[src/rtl/bfw_pkg.sv]
// Package of constants and carrier types for the bus-fault and wake interrupt sources
package bfw_pkg;

  localparam int BFW_DATA_W = 8;
  localparam int BFW_ADDR_W = 8;

  // Register offsets
  localparam logic [7:0] BFW_ADDR_IRQ_SUMMARY = 8'h07;
  localparam logic [7:0] BFW_ADDR_BUS_FAULT_SRC = 8'h08;
  localparam logic [7:0] BFW_ADDR_WAKE_THERMAL_SRC = 8'h09;

  // Reset values after supply power-on reset
  localparam logic [7:0] BFW_RST_IRQ_SUMMARY = 8'h00;
  localparam logic [7:0] BFW_RST_BUS_FAULT_SRC = 8'h00;
  localparam logic [3:0] BFW_RST_WAKE_THERMAL_SRC = 4'h0;
  localparam logic [7:0] BFW_RST_RD_DATA = 8'h00;

  // Summary register fields
  localparam int BFW_SUM_BUS_FAULT_BIT = 0;
  localparam int BFW_SUM_WAKE_THERMAL_BIT = 1;

  // Bus fault source fields
  localparam int BFW_BF_BUS_DOMINANT_BIT = 7;
  localparam int BFW_BF_TXD_RXD_SHORT_BIT = 6;
  localparam int BFW_BF_RXD_RECESSIVE_BIT = 5;
  localparam int BFW_BF_TXD_DOMINANT_BIT = 4;
  localparam int BFW_BF_CANL_SUPPLY_BIT = 3;
  localparam int BFW_BF_CANL_GROUND_BIT = 2;
  localparam int BFW_BF_CANH_GROUND_BIT = 1;
  localparam int BFW_BF_CANH_SUPPLY_BIT = 0;
  localparam int BFW_BF_W = 8;

  // Wake and thermal source fields; bits above are reserved
  localparam int BFW_WT_TEMP_RECOVER_BIT = 3;
  localparam int BFW_WT_TEMP_WARN_BIT = 2;
  localparam int BFW_WT_LOCAL_WAKE_BIT = 1;
  localparam int BFW_WT_REMOTE_WAKE_BIT = 0;
  localparam int BFW_WT_W = 4;

  // Register access request
  typedef struct packed {
    logic wr;
    logic rd;
    logic [BFW_ADDR_W-1:0] addr;
    logic [BFW_DATA_W-1:0] wdata;
  } bfw_req_s;

  // Bus and local pin fault detector levels
  typedef struct packed {
    logic bus_dominant;
    logic txd_rxd_short;
    logic rxd_recessive;
    logic txd_dominant;
    logic canl_supply;
    logic canl_ground;
    logic canh_ground;
    logic canh_supply;
  } bfw_bus_fault_s;

  // Wake and junction temperature detector levels
  typedef struct packed {
    logic temp_recover;
    logic temp_warn;
    logic local_wake;
    logic remote_wake;
  } bfw_wake_thermal_s;

endpackage

[src/rtl/bfw_flag_bank.sv]
// Bank of sticky interrupt flags set on a rising detector level
`timescale 1ns/1ps
module bfw_flag_bank
  import bfw_pkg::*;
#(
  parameter int WIDTH = 8,
  parameter logic [WIDTH-1:0] RESET_VALUE = '0
)
(
  input wire logic mclk_i,
  input wire logic reset_i,
  input wire logic [WIDTH-1:0] cond_i,
  input wire logic [WIDTH-1:0] clear_i,
  output logic [WIDTH-1:0] flags_o
);

  if (WIDTH < 1 || WIDTH > BFW_DATA_W)
  begin : g_bad_width
    $error("bfw_flag_bank: WIDTH must be 1 to 8");
  end

  logic [WIDTH-1:0] cond_prev_reg;
  logic [WIDTH-1:0] flags_reg;
  logic [WIDTH-1:0] flags_next;
  logic [WIDTH-1:0] event_w;

  //////////////////////////////////////////////////////////////////////////////
  // Event detection on the rising edge of each detector level

  always_ff @(posedge mclk_i or posedge reset_i)
  begin
    if (reset_i)
      cond_prev_reg <= '0;
    else
      cond_prev_reg <= cond_i;
  end

  assign event_w = cond_i & ~cond_prev_reg;

  //////////////////////////////////////////////////////////////////////////////
  // Sticky flags: a fresh event beats a clear in the same cycle

  always_comb
  begin
    flags_next = (flags_reg & ~clear_i) | event_w;
  end

  always_ff @(posedge mclk_i or posedge reset_i)
  begin
    if (reset_i)
      flags_reg <= RESET_VALUE;
    else
      flags_reg <= flags_next;
  end

  assign flags_o = flags_reg;

endmodule // bfw_flag_bank

[src/rtl/bfw_irq_sources.sv]
// Bus-fault and wake/thermal interrupt source registers with summary bits
//
// Functional notes
// - Bit 7 of 0x08: bus stuck dominant
// - Bit 6 of 0x08: TxD/RxD short
// - Bit 5 of 0x08: RxD held recessive
// - Bit 4 of 0x08: TxD held dominant
// - Bit 3 of 0x08: CANL shorted to supply
// - Bit 2 of 0x08: CANL shorted to ground
// - Bit 1 of 0x08: CANH shorted to ground
// - Bit 0 of 0x08: CANH shorted to supply
// - Bit 3 of 0x09: temperature recovered
// - Bit 2 of 0x09: temperature warning exceeded
// - Bit 1 of 0x09: local wake on pin
// - Bit 0 of 0x09: remote wake by bus
// - Summary bit 0: any bus fault pending
// - Summary bit 1: any wake/thermal pending
`timescale 1ns/1ps
module bfw_irq_sources
  import bfw_pkg::*;
(
  input wire logic mclk_i,
  input wire logic reset_i,
  input wire bfw_req_s req_i,
  input wire bfw_bus_fault_s bus_fault_i,
  input wire bfw_wake_thermal_s wake_thermal_i,
  output logic [BFW_DATA_W-1:0] rd_data_o,
  output logic rd_valid_o,
  output logic bus_fault_pending_o,
  output logic wake_thermal_pending_o
);

  logic [BFW_BF_W-1:0] bf_cond_w;
  logic [BFW_WT_W-1:0] wt_cond_w;
  logic [BFW_BF_W-1:0] bf_clear_w;
  logic [BFW_WT_W-1:0] wt_clear_w;
  logic [BFW_BF_W-1:0] bf_flags_w;
  logic [BFW_WT_W-1:0] wt_flags_w;
  logic [BFW_DATA_W-1:0] summary_w;
  logic [BFW_DATA_W-1:0] rd_data_next;
  logic [BFW_DATA_W-1:0] rd_data_reg;
  logic rd_valid_reg;
  logic bf_pending_reg;
  logic wt_pending_reg;
  logic wr_bf_hit_w;
  logic wr_wt_hit_w;

  //////////////////////////////////////////////////////////////////////////////
  // Elaboration checks: the field map must fit the byte-wide register port

  if (BFW_BF_W != BFW_DATA_W)
  begin : g_bad_bf_width
    $error("bfw_irq_sources: bus fault flags must fill the data byte");
  end

  if (BFW_WT_W < 1 || BFW_WT_W >= BFW_DATA_W)
  begin : g_bad_wt_width
    $error("bfw_irq_sources: wake/thermal flag count out of range");
  end

  if (BFW_BF_BUS_DOMINANT_BIT >= BFW_BF_W || BFW_BF_TXD_RXD_SHORT_BIT >= BFW_BF_W ||
      BFW_BF_RXD_RECESSIVE_BIT >= BFW_BF_W || BFW_BF_TXD_DOMINANT_BIT >= BFW_BF_W ||
      BFW_BF_CANL_SUPPLY_BIT >= BFW_BF_W || BFW_BF_CANL_GROUND_BIT >= BFW_BF_W ||
      BFW_BF_CANH_GROUND_BIT >= BFW_BF_W || BFW_BF_CANH_SUPPLY_BIT >= BFW_BF_W)
  begin : g_bad_bf_field
    $error("bfw_irq_sources: bus fault field outside its register");
  end

  if (BFW_WT_TEMP_RECOVER_BIT >= BFW_WT_W || BFW_WT_TEMP_WARN_BIT >= BFW_WT_W ||
      BFW_WT_LOCAL_WAKE_BIT >= BFW_WT_W || BFW_WT_REMOTE_WAKE_BIT >= BFW_WT_W)
  begin : g_bad_wt_field
    $error("bfw_irq_sources: wake/thermal field outside its register");
  end

  if (BFW_SUM_BUS_FAULT_BIT >= BFW_DATA_W || BFW_SUM_WAKE_THERMAL_BIT >= BFW_DATA_W ||
      BFW_SUM_BUS_FAULT_BIT == BFW_SUM_WAKE_THERMAL_BIT)
  begin : g_bad_sum_field
    $error("bfw_irq_sources: summary fields overlap or overflow");
  end

  if (BFW_ADDR_IRQ_SUMMARY == BFW_ADDR_BUS_FAULT_SRC ||
      BFW_ADDR_IRQ_SUMMARY == BFW_ADDR_WAKE_THERMAL_SRC ||
      BFW_ADDR_BUS_FAULT_SRC == BFW_ADDR_WAKE_THERMAL_SRC)
  begin : g_bad_addr_map
    $error("bfw_irq_sources: register offsets collide");
  end

  //////////////////////////////////////////////////////////////////////////////
  // Write decode; writes to the summary or to unmapped offsets hit nothing

  always_comb
  begin
    wr_bf_hit_w = req_i.wr && (req_i.addr == BFW_ADDR_BUS_FAULT_SRC);
    wr_wt_hit_w = req_i.wr && (req_i.addr == BFW_ADDR_WAKE_THERMAL_SRC);
  end

  //////////////////////////////////////////////////////////////////////////////
  // Detector levels mapped onto their flag positions

  always_comb
  begin
    bf_cond_w = '0;
    bf_cond_w[BFW_BF_BUS_DOMINANT_BIT] = bus_fault_i.bus_dominant;
    bf_cond_w[BFW_BF_TXD_RXD_SHORT_BIT] = bus_fault_i.txd_rxd_short;
    bf_cond_w[BFW_BF_RXD_RECESSIVE_BIT] = bus_fault_i.rxd_recessive;
    bf_cond_w[BFW_BF_TXD_DOMINANT_BIT] = bus_fault_i.txd_dominant;
    bf_cond_w[BFW_BF_CANL_SUPPLY_BIT] = bus_fault_i.canl_supply;
    bf_cond_w[BFW_BF_CANL_GROUND_BIT] = bus_fault_i.canl_ground;
    bf_cond_w[BFW_BF_CANH_GROUND_BIT] = bus_fault_i.canh_ground;
    bf_cond_w[BFW_BF_CANH_SUPPLY_BIT] = bus_fault_i.canh_supply;
  end

  always_comb
  begin
    wt_cond_w = '0;
    wt_cond_w[BFW_WT_TEMP_RECOVER_BIT] = wake_thermal_i.temp_recover;
    wt_cond_w[BFW_WT_TEMP_WARN_BIT] = wake_thermal_i.temp_warn;
    wt_cond_w[BFW_WT_LOCAL_WAKE_BIT] = wake_thermal_i.local_wake;
    wt_cond_w[BFW_WT_REMOTE_WAKE_BIT] = wake_thermal_i.remote_wake;
  end

  //////////////////////////////////////////////////////////////////////////////
  // Write one to clear; reserved bits of the wake/thermal register ignored

  always_comb
  begin
    bf_clear_w = '0;
    wt_clear_w = '0;
    if (wr_bf_hit_w)
      bf_clear_w = req_i.wdata;
    if (wr_wt_hit_w)
      wt_clear_w = req_i.wdata[BFW_WT_W-1:0];
  end

  //////////////////////////////////////////////////////////////////////////////
  // Flag banks

  bfw_flag_bank #(
    .WIDTH(BFW_BF_W),
    .RESET_VALUE(BFW_RST_BUS_FAULT_SRC)
  ) u_bus_fault_flags (
    .mclk_i(mclk_i),
    .reset_i(reset_i),
    .cond_i(bf_cond_w),
    .clear_i(bf_clear_w),
    .flags_o(bf_flags_w)
  );

  bfw_flag_bank #(
    .WIDTH(BFW_WT_W),
    .RESET_VALUE(BFW_RST_WAKE_THERMAL_SRC)
  ) u_wake_thermal_flags (
    .mclk_i(mclk_i),
    .reset_i(reset_i),
    .cond_i(wt_cond_w),
    .clear_i(wt_clear_w),
    .flags_o(wt_flags_w)
  );

  //////////////////////////////////////////////////////////////////////////////
  // Summary bits, registered so that the outputs come from flip-flops
  // They trail the flags by one cycle, and a summary read sees the same copy

  always_ff @(posedge mclk_i or posedge reset_i)
  begin
    if (reset_i)
      bf_pending_reg <= 1'b0;
    else
      bf_pending_reg <= |bf_flags_w;
  end

  always_ff @(posedge mclk_i or posedge reset_i)
  begin
    if (reset_i)
      wt_pending_reg <= 1'b0;
    else
      wt_pending_reg <= |wt_flags_w;
  end

  always_comb
  begin
    summary_w = BFW_RST_IRQ_SUMMARY;
    summary_w[BFW_SUM_BUS_FAULT_BIT] = bf_pending_reg;
    summary_w[BFW_SUM_WAKE_THERMAL_BIT] = wt_pending_reg;
  end

  //////////////////////////////////////////////////////////////////////////////
  // Read path; unmapped offsets answer zero
  // Read data is the state before this edge's update

  always_comb
  begin
    rd_data_next = BFW_RST_RD_DATA;
    unique case (req_i.addr)
      BFW_ADDR_IRQ_SUMMARY: rd_data_next = summary_w;
      BFW_ADDR_BUS_FAULT_SRC: rd_data_next = bf_flags_w;
      BFW_ADDR_WAKE_THERMAL_SRC: rd_data_next = {{(BFW_DATA_W-BFW_WT_W){1'b0}}, wt_flags_w};
      default: rd_data_next = BFW_RST_RD_DATA;
    endcase
  end

  always_ff @(posedge mclk_i or posedge reset_i)
  begin
    if (reset_i)
      rd_data_reg <= BFW_RST_RD_DATA;
    else if (req_i.rd)
      rd_data_reg <= rd_data_next;
  end

  always_ff @(posedge mclk_i or posedge reset_i)
  begin
    if (reset_i)
      rd_valid_reg <= 1'b0;
    else
      rd_valid_reg <= req_i.rd;
  end

  assign rd_data_o = rd_data_reg;
  assign rd_valid_o = rd_valid_reg;
  assign bus_fault_pending_o = bf_pending_reg;
  assign wake_thermal_pending_o = wt_pending_reg;

endmodule // bfw_irq_sources

[config.mk]
export PLATFORM = sky130hd
export DESIGN_NAME = bfw_irq_sources
export DESIGN_NICKNAME = d
export VERILOG_FILES = /design/src/rtl/bfw_pkg.sv /design/src/rtl/bfw_flag_bank.sv /design/src/rtl/bfw_irq_sources.sv
export SDC_FILE = /design/constraint.sdc
export NUM_CORES = 1
export LEC_CHECK = 0
export CORE_AREA = 2 2 62 64
export DETAILED_ROUTE_END_ITERATION = 8
export DIE_AREA = 0 0 64 66
export DONT_BUFFER_PORTS = 1
export PLACE_DENSITY = 0.6
export SKIP_CTS_REPAIR_TIMING = 1
export SLEW_MARGIN = 20
export SYNTH_ARGS = -nofsm -noshare
export SYNTH_HDL_FRONTEND = slang
export SYNTH_SLANG_ARGS = --single-unit
[constraint.sdc]
create_clock -name mclk_i -period 2.54 [get_ports mclk_i]
set_input_delay 0 -clock mclk_i [delete_from_list [all_inputs] [get_ports mclk_i]]
set_output_delay 0 -clock mclk_i [all_outputs]
set_load 0.01 [all_outputs]
# ---- Word-level counts from Yosys, hierarchy flattened
# Cells that the tools add are included.
dict set report word_totals {
  output_inout_bits 11
  elab_cells 28
  reg_bits 35
  input_bits 32
}
dict set report op_classes {
  n_reduce_logical 4
  bitwise_logic 10
  eq_ne 3
  n_mux 3
}
# operator count
set op_table {}
lappend op_table {{one-hot mux 8 bit (3 select lines)} 1}
lappend op_table {{bitwise AND 8 bit} 2}
lappend op_table {{== test 8 x 4 -> 1 bit, second input constant} 2}
lappend op_table {{NOT 8 bit} 2}
lappend op_table {{bitwise AND 4 bit} 2}
lappend op_table {{== test 8 x 3 -> 1 bit, second input constant} 1}
lappend op_table {{2-to-1 mux 8 bit} 1}
lappend op_table {{NOT 4 bit} 2}
lappend op_table {{bitwise OR 8 bit} 1}
lappend op_table {{OR reduction 8 bit} 1}
lappend op_table {{2-to-1 mux 4 bit} 1}
lappend op_table {{bitwise OR 4 bit} 1}
lappend op_table {{OR reduction 4 bit} 1}
lappend op_table {{logical AND 1 bit} 2}

# ---- Depth between registers and ports, before layout
# Gate-level depths: netlist of the first run.
dict set report logic_depth {
  word_depth 6
  ltp_mapped 4
}

# ---- By module
# A second synthesis of the first run with hierarchy kept.
dict set report hier_totals {
  hier_cells 132
  area_unflattened_um2 1520.2
}
# module cells_per_inst seq_area_each_um2 area_each_um2 instances
set by_module_without_submodules {}
lappend by_module_without_submodules {bfw_irq_sources 70 275.3 671.9 1}
lappend by_module_without_submodules {{bfw_flag_bank at u_bus_fault_flags} 41 400.4 564.3 1}
lappend by_module_without_submodules {{bfw_flag_bank at u_wake_thermal_flags} 21 200.2 284.0 1}

# ---- Worst setup path after synthesis of the first run
# Ideal clock, no wire load.
dict set report synth_path {
  path_kind {flip-flop to flip-flop}
  startpoint {register u_wake_thermal_flags.flags_reg[2], in the netlist u_wake_thermal_flags.flags_o[2]}
  endpoint {register wt_pending_reg, in the netlist wake_thermal_pending_o}
  setup_time_ps 138
  path_stages_with_launch 2
  path_buffers 0
  path_slack_ps 1547
  t_arrival_ps 855
  cell_sequence {dfrtp_1 > or4_1}
}
dict set report synth_between {
  elab_chain_cells 1
}
# item line
set synth_lines {}
lappend synth_lines {{start: declaration} bfw_flag_bank.sv:23} ;# logic [WIDTH-1:0] flags_reg;
lappend synth_lines {{start signal: assignment} bfw_flag_bank.sv:53} ;# flags_reg <= flags_next;
lappend synth_lines {{OR reduction 4 bit} bfw_irq_sources.sv:177} ;# wt_pending_reg <= |wt_flags_w;
lappend synth_lines {{end signal: assignment} bfw_irq_sources.sv:177}
lappend synth_lines {{end: declaration} bfw_irq_sources.sv:44} ;# logic wt_pending_reg;
# Every way passes these cells.
# A chain may end at the register's enable or synchronous reset.

# ---- Worst setup path after layout of the first run
dict set report layout_path {
  startpoint {input req_i[13] in the netlist's numbering}
  endpoint {register u_bus_fault_flags.flags_reg[7], in the netlist u_bus_fault_flags.flags_o[7]}
}
dict set report layout_between {
  elab_chain_cells 6
}
# item line
set layout_lines {}
lappend layout_lines {{start: declaration} bfw_irq_sources.sv:24} ;# input wire bfw_req_s req_i,
lappend layout_lines {{== test 8 x 4 -> 1 bit} bfw_irq_sources.sv:93} ;# wr_bf_hit_w = req_i.wr && (req_i.addr == BFW_ADDR_BUS_FAULT_SRC);
lappend layout_lines {{logical AND 1 bit} bfw_irq_sources.sv:93}
lappend layout_lines {{2-to-1 mux 8 bit} bfw_irq_sources.sv:129} ;# if (wr_bf_hit_w)
lappend layout_lines {{NOT 8 bit} bfw_flag_bank.sv:45} ;# flags_next = (flags_reg & ~clear_i) | event_w;
lappend layout_lines {{bitwise AND 8 bit} bfw_flag_bank.sv:45}
lappend layout_lines {{bitwise OR 8 bit} bfw_flag_bank.sv:45}
lappend layout_lines {{named net u_bus_fault_flags.flags_next[7]} bfw_flag_bank.sv:24} ;# logic [WIDTH-1:0] flags_next;
lappend layout_lines {{end signal: assignment} bfw_flag_bank.sv:53}
lappend layout_lines {{end: declaration} bfw_flag_bank.sv:23}
# The timed path passes the listed nets, and every way through them passes these cells.

==> metrics.yaml, run 1 <==
route:
  drtPass1Iterations: 4
  drt_iter0_markers: 71
  vias_per_cell: 5.374
  post-route-drc-count: 0
  wire_per_inst_microns: 16.51
  vias: 1048
  wl_mm: 3.219
  ant_nets: 0
clock_network:
  cts_buffers: 5
  tritoncts: "built"
  clkTransAtPathRegs_ps: 90
  root_buffer: "clkbuf_4"
  htreeDepth: 2
  clock_tree.buffer_depth: 2
  clock_latency_ps: 340
  cts.sinks: 35
timing:
  slew_headroom_pct: 52.84
  post-route-period-util_pct: 81.22
  grt_setup_unrepaired: "false"
  worstMarginPinSlew_ps: 702.2
  tns_ps: 0
  period_needed_ps: 2063
  hold_ws_ps: -18.46
  setup_viol_count_final: 0
  timing.fmax_mhz: 484.7
  fin_skew_ps: 7.275
  slew_viol_final: 0
  hold_viol_final: 3
pwr:
  powerDensity_nw_per_um2: 501.0
  p_leak_nw: 0.7896
  peakVddDrop_mv: 0.3227
global_route:
  grt_pass1_wl_mm: 4.836
  grt_max_degree: 36
  grt_usage_pct: 15.72
  antenna_found_initial: 0
  grt_remaining_overflow: 0
  grt_pass1_vias: 928
floorplan:
  row_count: 22
  core-area_sq_um: 3551
  die_area_sq_um: 4224
  dieHeight_microns: 66
  start_util_pct: 39.18
  die_x_microns: 64
  num_io_pins: 43
finish:
  drive_gt1_share_pct: 7.483
  num_antenna_cells: 0
  layout_commonest_cell: "dlygate4sd3_1"
  area_growth_pct: 32.01
  fin_nets: 180
  final_cell_mix: "36 x dlygate4sd3_1, 35 x dfrtp_1, 16 x a22o_1"
  design_area_sq_um: 1837
critical_path:
  startpoint_type: "input pin"
  cp_slowest_cell: "dlygate4sd3_1"
  cp_data_arrival_time_ps: 2300
  cpMostUsedCell: "dlygate4sd3_1"
  path_class: "in -> reg"
  endpoint_kind: "register"
  worstPathCellList: "dlygate4sd3_1 > nor4_4 > dlygate4sd3_1 > nand4_1 > a22o_1"
  slowest_delay_ps: 740
  crit_required_ps: 2770
  crit_path_max_fanout: 14
placement:
  io_buffer_count: 0
  dpl_cell_area_sq_um: 1435
  dp_hpwl_mm: 2.149
  gp_congestion: 0.9106
run_status:
  status: "complete, but fails checks"
  violations: "hold timing"
yosys:
  seq_area_frac_synth_pct: 62.95
  yosys_warnings: 0
  synth_top_cell_by_area: "dfrtp_1"
  synth_area_sq_um: 1391
  syn_nets: 139
  avgSynthCellArea_sq_um: 13.00
  synth.area.top_cells: "dfrtp_1 63%, a22o_1 10%, nand4_1 5.4%, inv_1 3.8%, nor2b_1 1.8%"
  yosys.cell_types.count: 24
  synth_seq_cells: 35
  synth_cells: 107
  synth_top_cell_area_share_pct: 62.95
flow_run:
  maxCapViolations: 0
hold_path:
  hold_path.class: "in -> reg"
synthesized netlist by cell type:
cell / n
a22o_1: 16
a32oi_1: 2
a41oi_1: 2
and3b_1: 1
and3b_2: 1
and4b_1: 1
and4bb_2: 1
buf_2: 1
buf_4: 1
buf_6: 1
dfrtp_1: 35
inv_1: 14
mux2i_1: 2
nand2_1: 2
nand4_1: 12
nor2_2: 1
nor2b_1: 4
nor3b_1: 1
nor4_1: 2
nor4_4: 1
o211ai_2: 1
o21ai_1: 2
o2bb2ai_1: 2
or4_1: 1
worst max-delay path: cells and delay by family:
family,cells,cell delay [ps]
compound gates,1,200
buf+inv,2,1310
simple gates,2,790
area by class of cell:
cell class / instances / area (sq um)
Fill cell: 320 / 1714
Sequential cell: 35 / 875.8
Multi-Input combinational cell: 55 / 439.2
Timing Repair Buffer: 37 / 367.9
Tap cell: 48 / 60.06
Inverter: 14 / 52.55
Clock buffer: 6 / 41.29
cell families (layout without fill, tap and decap cells):
family                 count (synthesis)  in the layout  share of synthesized area [%]
AOI/OAI and AO/OA                     25             25                          15.47
buffers and inverters                 17             57                          5.485
DFF                                   35             35                          62.95
muxes                                  2              2                          1.439
and+or+nand+nor                       28             28                          14.66
per-layer routing:
metal | vias up | part of all wire, % | track usage [%]
met5 | - | 0 | 0
met4 | 0 | 3.0 | 8.967
met3 | 12 | 6.6 | 6.814
met2 | 43 | 48 | 23.83
met1 | 509 | 43 | 18.61
li1 | 484 | - | -
worst paths after layout:
check	from	to	slack (ps)	cells after the start
max	req_i[13]	u_bus_fault_flags.flags_o[7]	480	5
min	req_i[12]	u_bus_fault_flags.flags_o[5]	-20	3
max reg2reg	u_wake_thermal_flags.flags_o[2]	wake_thermal_pending_o	1480	1
min reg2reg	u_bus_fault_flags.flags_o[7]	bus_fault_pending_o	530	2
max in group asynchronous	reset_i	u_wake_thermal_flags.cond_prev_reg[1]	2040	3
min in group asynchronous	reset_i	rd_data_o[0]	180	3
report_power, final:
part	switching (W)	internal, W	leakage, nW	total, W
logic	0.0000400	0.0000405	0.380	0.0000805
clock network	0.000169	0.0000983	0.0242	0.000267
registers	0.00000450	0.000568	0.386	0.000573
per-stage QoR:
stage / std cells / worst slack (ps) / power [W] / util (%) / hold slack, ps
global placement: 153 / 1232 / 0.0006187 / 40.42 / 7.062
floorplan: 107 / 1547 / 0.0006137 / - / 31.43
detailed placement: 153 / 1224 / 0.0006195 / 40.42 / 15.40
CTS: 159 / 1484 / 0.0008828 / 41.58 / -349.5
global route: 195 / 373.9 / 0.0009600 / 51.73 / 14.37
finish: 195 / 477.0 / 0.0009203 / 51.73 / -18.46
Note: power is estimated with default switching activity, not from simulation.
==> run 2: changes to the inputs <==
Settings changed: ABC_AREA set to 1, CORE_AREA 2 2 62 64 to 2 2 63 65, DIE_AREA 0 0 64 66 to 0 0 65 67, PLACE_DENSITY 0.6 to 0.59.
Clock period 2.54 ns to 2.14 ns, I/O delays scaled along.
==> run 2 against run 1 <==
Compared with the run above:
- clock skew barely moved
- critical path depth rose by 3
- highest routed layer unchanged
- critical endpoint is now u_wake_thermal_flags.flags_o[1]
- sequential share of layout area rose by 0.66 points
- wire length fell by 13%
- the flow still finishes with violations (hold timing)
- critical path type unchanged
==> metrics.yaml, run 2 <==
yosys:
  synth_seq_cells: 35  # unchanged
  synth_cells: 164  # +53%
  synth_common_cells: "71 x nand2_1, 35 x dfrtp_1, 23 x inv_1"
  seq_area_frac_synth_pct: 61.35  # -1.6 points
  synth_top_cell_by_area: "dfrtp_1"
  ys.flop_type: "dfrtp_1"
  synth.area.top_cells: "dfrtp_1 61%, nand2_1 19%, inv_1 6.0%, nand3_1 5.6%, o21ai_0 1.8%"
  async_reset_ff_share_pct: 100.0  # unchanged
  synth_area_sq_um: 1428  # +2.6%
  synth_top_cell_area_share_pct: 61.35  # -1.6 points
  synth_edf_count: 0  # unchanged
  yosys_warnings: 0  # unchanged
  syn_nets: 196  # +41%
  yosysMostFrequentCell: "nand2_1"
  yosys.cell_types.count: 16  # -33%
  avgSynthCellArea_sq_um: 8.705  # -33%
run_status:
  status: "complete, but fails checks"
  violations: "hold timing"
route:
  drtPass1Iterations: 4  # unchanged
  wire_per_inst_microns: 11.53  # -30%
  vias_per_cell: 4.500  # -16%
  vias: 1089  # +3.9%
  wl_met1_mm: 1.131  # -18%
  wl_mm: 2.791  # -13%
  drt_iter0_markers: 59  # -17%
  wl_met2_mm: 1.393  # -9.0%
  wl_met3_microns: 204  # -4.7%
  top_layer: "met4"
  ant_nets: 0  # unchanged
  post-route-drc-count: 0  # unchanged
finish:
  drive_gt1_share_pct: 8.247  # +0.76 points
  num_antenna_cells: 0  # unchanged
  fin_nets: 226  # +26%
  seq_area_sq_um: 875.8  # unchanged
  layout_commonest_cell: "nand2_1"
  fillers: 347  # +8.4%
  final_cell_mix: "71 x nand2_1, 35 x dfrtp_1, 24 x dlygate4sd3_1"
  layout.cells.non_filler: 242  # +24%
  area_growth_pct: 26.91
  multi_input_area_sq_um: 450.4  # +2.6%
  design_area_sq_um: 1812  # -1.4%
clock_network:
  clkTransAtPathRegs_ps: 60  # -30 ps
  htreeDepth: 2  # unchanged
  tritoncts: "built"
  cts.sinks: 35  # unchanged
  cts_buffers: 5  # unchanged
  clock_latency_ps: 280  # -60 ps
  root_buffer: "clkbuf_8"
  clock_tree.buffer_depth: 2  # unchanged
floorplan:
  dieHeight_microns: 67  # +1.5%
  row_count: 22  # unchanged
  core-area_sq_um: 3606  # +1.6%
  die_x_microns: 65  # +1.6%
  start_util_pct: 39.59  # +0.41 points
  num_io_pins: 43  # unchanged
  die_area_sq_um: 4355  # +3.1%
timing:
  setup_slack_ps: 912.4  # +435.4 ps
  setup_viol_count_final: 0  # unchanged
  worstMarginPinSlew_ps: 425.9  # -276.3 ps
  hold_viol_final: 4  # +1
  slew_viol_final: 0  # unchanged
  timing.fmax_mhz: 814.6
  hold_ws_ps: -18.88  # -0.4180 ps
  period_needed_ps: 1228
  fin_skew_ps: 6.884  # -0.3903 ps
  grt_setup_unrepaired: "false"
  tns_ps: 0  # unchanged
  slew_headroom_pct: 71.61  # +19 points
  post-route-period-util_pct: 57.37
critical_path:
  path_class: "in -> reg"
  crit_required_ps: 2320  # -450 ps
  crit_path_max_fanout: 11  # -3
  startpoint_type: "input pin"
  endpoint_kind: "register"
  cp_data_arrival_time_ps: 1400  # -900 ps
  r2r_setup_slack_ps: 1100  # -380 ps
flow_run:
  maxCapViolations: 0  # unchanged
global_route:
  grt_pass1_wl_mm: 4.512  # -6.7%
  grt_max_degree: 36  # unchanged
  grt_remaining_overflow: 0  # unchanged
  antenna_found_initial: 0  # unchanged
  grt_pass1_vias: 1016  # +9.5%
  grt_usage_pct: 14.00  # -1.7 points
placement:
  pre_cts_ws_ps: 1039  # -185.4 ps
  gp_congestion: 0.7984  # -12%
  dpl_cell_area_sq_um: 1484  # +3.4%
  dp_cells: 211  # +38%
  dp_hpwl_mm: 1.992  # -7.3%
  io_buffer_count: 0  # unchanged
hold_path:
  hold_path.class: "in -> reg"
pwr:
  powerDensity_nw_per_um2: 681.4  # +36%
  p_leak_nw: 0.9042  # +15%
  peakVddDrop_mv: 0.3543  # +9.8%
run 2: per-layer routing:
metal  GRT usage (%)  vias to the layer above
met4           5.585                        0
met1           15.44                      493
li1                -                      553
met3           6.419                        8
met5               0                        -
met2           23.45                       35
run 2: worst max-delay path, cell delays in order:
cell,delay [ps]
inv_1,30
nand2_1,50
nor2_2,330
and2_4,240
nand3_1,70
dlygate4sd3_1,570
nand2_1,60
nand2_1,40
run 2: cell families (layout without fill, tap and decap cells):
group,count (synthesis),after routing,share of synthesized area [%]
buffers and inverters,26,56,7.099
DFF,35,35,61.35
and+or+nand+nor,98,98,29.80
AOI/OAI and AO/OA,5,5,1.753
run 2: layout make-up:
| cell class | instances | share of cell area, % |
|---|---|---|
| timing repair buffer | 25 | 13.67 |
| sequential | 35 | 48.34 |
| clock buffer | 6 | 4.558 |
| inverter | 24 | 4.972 |
| tap | 48 | 3.315 |
| clock inverter | 1 | 0.2762 |
| multi-input combinational | 103 | 24.86 |
run 2: report_power, final:
group | total [W] | switching (W) | leakage, nW | internal (W)
sequential | 0.000681 | 0.00000559 | 0.386 | 0.000676
combinational | 0.0000843 | 0.0000442 | 0.471 | 0.0000400
clock | 0.000469 | 0.000217 | 0.0470 | 0.000252
total | 0.00123 | 0.000267 | 0.904 | 0.000968
run 2: path summary, 6_finish.rpt:
path / from / endpoint / cells past startpoint
setup / recovery: req_i[12] / u_wake_thermal_flags.flags_o[1] / 8
hold / removal: req_i[16] / rd_data_o[3] / 3
setup reg to reg: u_wake_thermal_flags.flags_o[2] / wake_thermal_pending_o / 1
hold reg to reg: u_bus_fault_flags.cond_prev_reg[1] / u_bus_fault_flags.flags_o[1] / 3
max in group asynchronous: reset_i / u_wake_thermal_flags.cond_prev_reg[3] / 3
min in group asynchronous: reset_i / u_bus_fault_flags.cond_prev_reg[7] / 3
run 2: through the flow:
step	util (%)	total power [W]
CTS	43.58	0.001209
global placement	41.15	0.0007373
detailed placement	41.15	0.0007385
floorplan	-	0.0007309
finish	50.24	0.001234
global route	50.24	0.001298
==> run 3: changes to the inputs <==
Settings changed: PLACE_DENSITY 0.59 to 0.61.
Clock period 2.14 ns to 1 ns, I/O delays scaled along.
==> run 3 against run 2 <==
Compared with the run above:
- the flow finishes with violations (hold timing, setup timing)
- clock skew down 1.7 ps
- non-clock buffer count grew 5
- count of clock-buffer cells in the layout increased by 2
- sequential power increased by 110%
- core utilization grew 1.5 points
- setup slack got worse by 930 ps
- first-iteration DRC count unchanged
- sequential share of layout area fell by 1.4 points
- hold slack improved by 0.94 ps
- critical endpoint is now wake_thermal_pending_o
- largest cell class unchanged
==> metrics.yaml, run 3 (synthesis gave the netlist of run 2 again) <==
floorplan:
  dieHeight_microns: 67  # unchanged
  row_count: 22  # unchanged
  die_area_sq_um: 4355  # unchanged
  die_x_microns: 65  # unchanged
  num_io_pins: 43  # unchanged
  core-area_sq_um: 3606  # unchanged
  start_util_pct: 39.59  # unchanged
global_route:
  grt_max_degree: 36  # unchanged
  grt_remaining_overflow: 0  # unchanged
  grt_usage_pct: 15.01  # +1.0 points
  antenna_found_initial: 0  # unchanged
  grt_pass1_wl_mm: 4.802  # +6.4%
  grt_pass1_vias: 1131  # +11%
route:
  drt_iter0_markers: 59  # unchanged
  vias_per_cell: 4.609  # +2.4%
  drtPass1Iterations: 4  # unchanged
  vias: 1143  # +5.0%
  wire_per_inst_microns: 12.22  # +6.0%
  ant_nets: 0  # unchanged
  post-route-drc-count: 0  # unchanged
  wl_mm: 3.031  # +8.6%
finish:
  fillers: 345  # -0.58%
  drive_gt1_share_pct: 11.50  # +3.3 points
  multi_input_area_sq_um: 456.7  # +1.4%
  final_cell_mix: "71 x nand2_1, 35 x dfrtp_1, 23 x inv_1, 23 x dlygate4sd3_1, 16 x nand3_1"
  layout_commonest_cell: "nand2_1"
  finalCoreUtilization_pct: 51.73  # +1.5 points
  fin_nets: 231  # +2.2%
  area_growth_pct: 30.67
  layout.cells.non_filler: 248  # +2.5%
  num_antenna_cells: 0  # unchanged
  seq_area_sq_um: 875.8  # unchanged
timing:
  slew_viol_final: 0  # unchanged
  tns_ps: -20.35  # -20.35 ps
  worstMarginPinSlew_ps: 428.9  # +2.986 ps
  setup_slack_ps: -20.35  # -932.7 ps
  timing.fmax_mhz: 980.1
  post-route-period-util_pct: 102.0
  grt_setup_unrepaired: "true"
  hold_ws_ps: -17.94  # +0.9395 ps
  period_needed_ps: 1020
  setup_viol_count_final: 1  # +1
  slew_headroom_pct: 71.41  # -0.20 points
  fin_skew_ps: 5.166  # -1.718 ps
  hold_viol_final: 4  # unchanged
clock_network:
  cts.sinks: 35  # unchanged
  root_buffer: "clkbuf_8"
  clkTransAtPathRegs_ps: 70  # about the same
  tritoncts: "built"
  cts_buffers: 5  # unchanged
  clock_tree.buffer_depth: 2  # unchanged
  htreeDepth: 2  # unchanged
  clock_latency_ps: 280  # about the same
run_status:
  violations: "hold timing, setup timing"
  status: "complete, but fails checks"
critical_path:
  critPathTopFamily: "simple AND/OR/NAND/NOR gates"
  path_class: "reg -> reg"
  cp_slowest_cell: "or4_1"
  timing.rr.start: "u_wake_thermal_flags.flags_o[0]"
  crit_path_max_fanout: 2  # -9
  crit_buf_inv: 0  # -2
  endpoint_kind: "register"
  startpoint: "u_wake_thermal_flags.flags_o[0]"
  startpoint_type: "register"
  slowest_delay_ps: 520  # -50 ps
  crit_required_ps: 1160  # -1160 ps
  cp_data_arrival_time_ps: 1180  # -220 ps
  worstPathCellList: "or4_1"
hold_path:
  hold_path.class: "in -> reg"
  hold_start: "req_i[16]"
placement:
  gp_congestion: 0.8139  # +1.9%
  io_buffer_count: 0  # unchanged
  pre_cts_ws_ps: -16.55  # -1055 ps
  dp_hpwl_mm: 2.055  # +3.2%
  dp_cells: 217  # +2.8%
flow_run:
  maxCapViolations: 0  # unchanged
pwr:
  peakVddDrop_mv: 0.9025  # +150%
  powerDensity_nw_per_um2: 1478  # +120%
  p_leak_nw: 0.9347  # +3.4%
-- run 3: worst paths after layout --
| path | to | slack [ps] | cells after the start |
|---|---|---|---|
| max in group asynchronous | u_bus_fault_flags.cond_prev_reg[1] | 450 | 3 |
| setup / recovery | wake_thermal_pending_o | -20 | 1 |
| hold reg to reg | u_bus_fault_flags.flags_o[5] | 470 | 3 |
| min in group asynchronous | u_bus_fault_flags.cond_prev_reg[3] | 240 | 3 |
| setup reg to reg | wake_thermal_pending_o | -20 | 1 |
| hold / removal | rd_data_o[0] | -20 | 3 |
-- run 3: through the flow --
step,power [W],cell area [sq um]
floorplan,0.001564,1428
global placement,0.001581,1529
detailed placement,0.001586,1529
CTS,0.002687,1629
global route,0.002889,1866
finish,0.002757,1866
-- run 3: final cells by class --
class | count | share of cell area (%)
repair buffers | 30 | 15.16
inverters | 24 | 4.829
flip-flops and latches | 35 | 46.95
well taps | 48 | 3.219
clock buffers | 8 | 5.366
multi-input cells | 103 | 24.48
-- run 3: report_power, final --
part	internal (W)	total [W]	switching (W)
Sequential	0.00145	0.00146	0.0000123
Clock	0.000628	0.00111	0.000482
Combinational	0.0000889	0.000188	0.0000989
Total	0.00216	0.00276	0.000594
-- run 3: routing by layer --
layer	share of wire, %	up-vias	GRT usage [%]
li1	-	569	-
met1	40	525	16.49
met2	51	44	24.61
met5	0	-	0
met4	2.3	0	8.511
met3	6.6	5	6.081
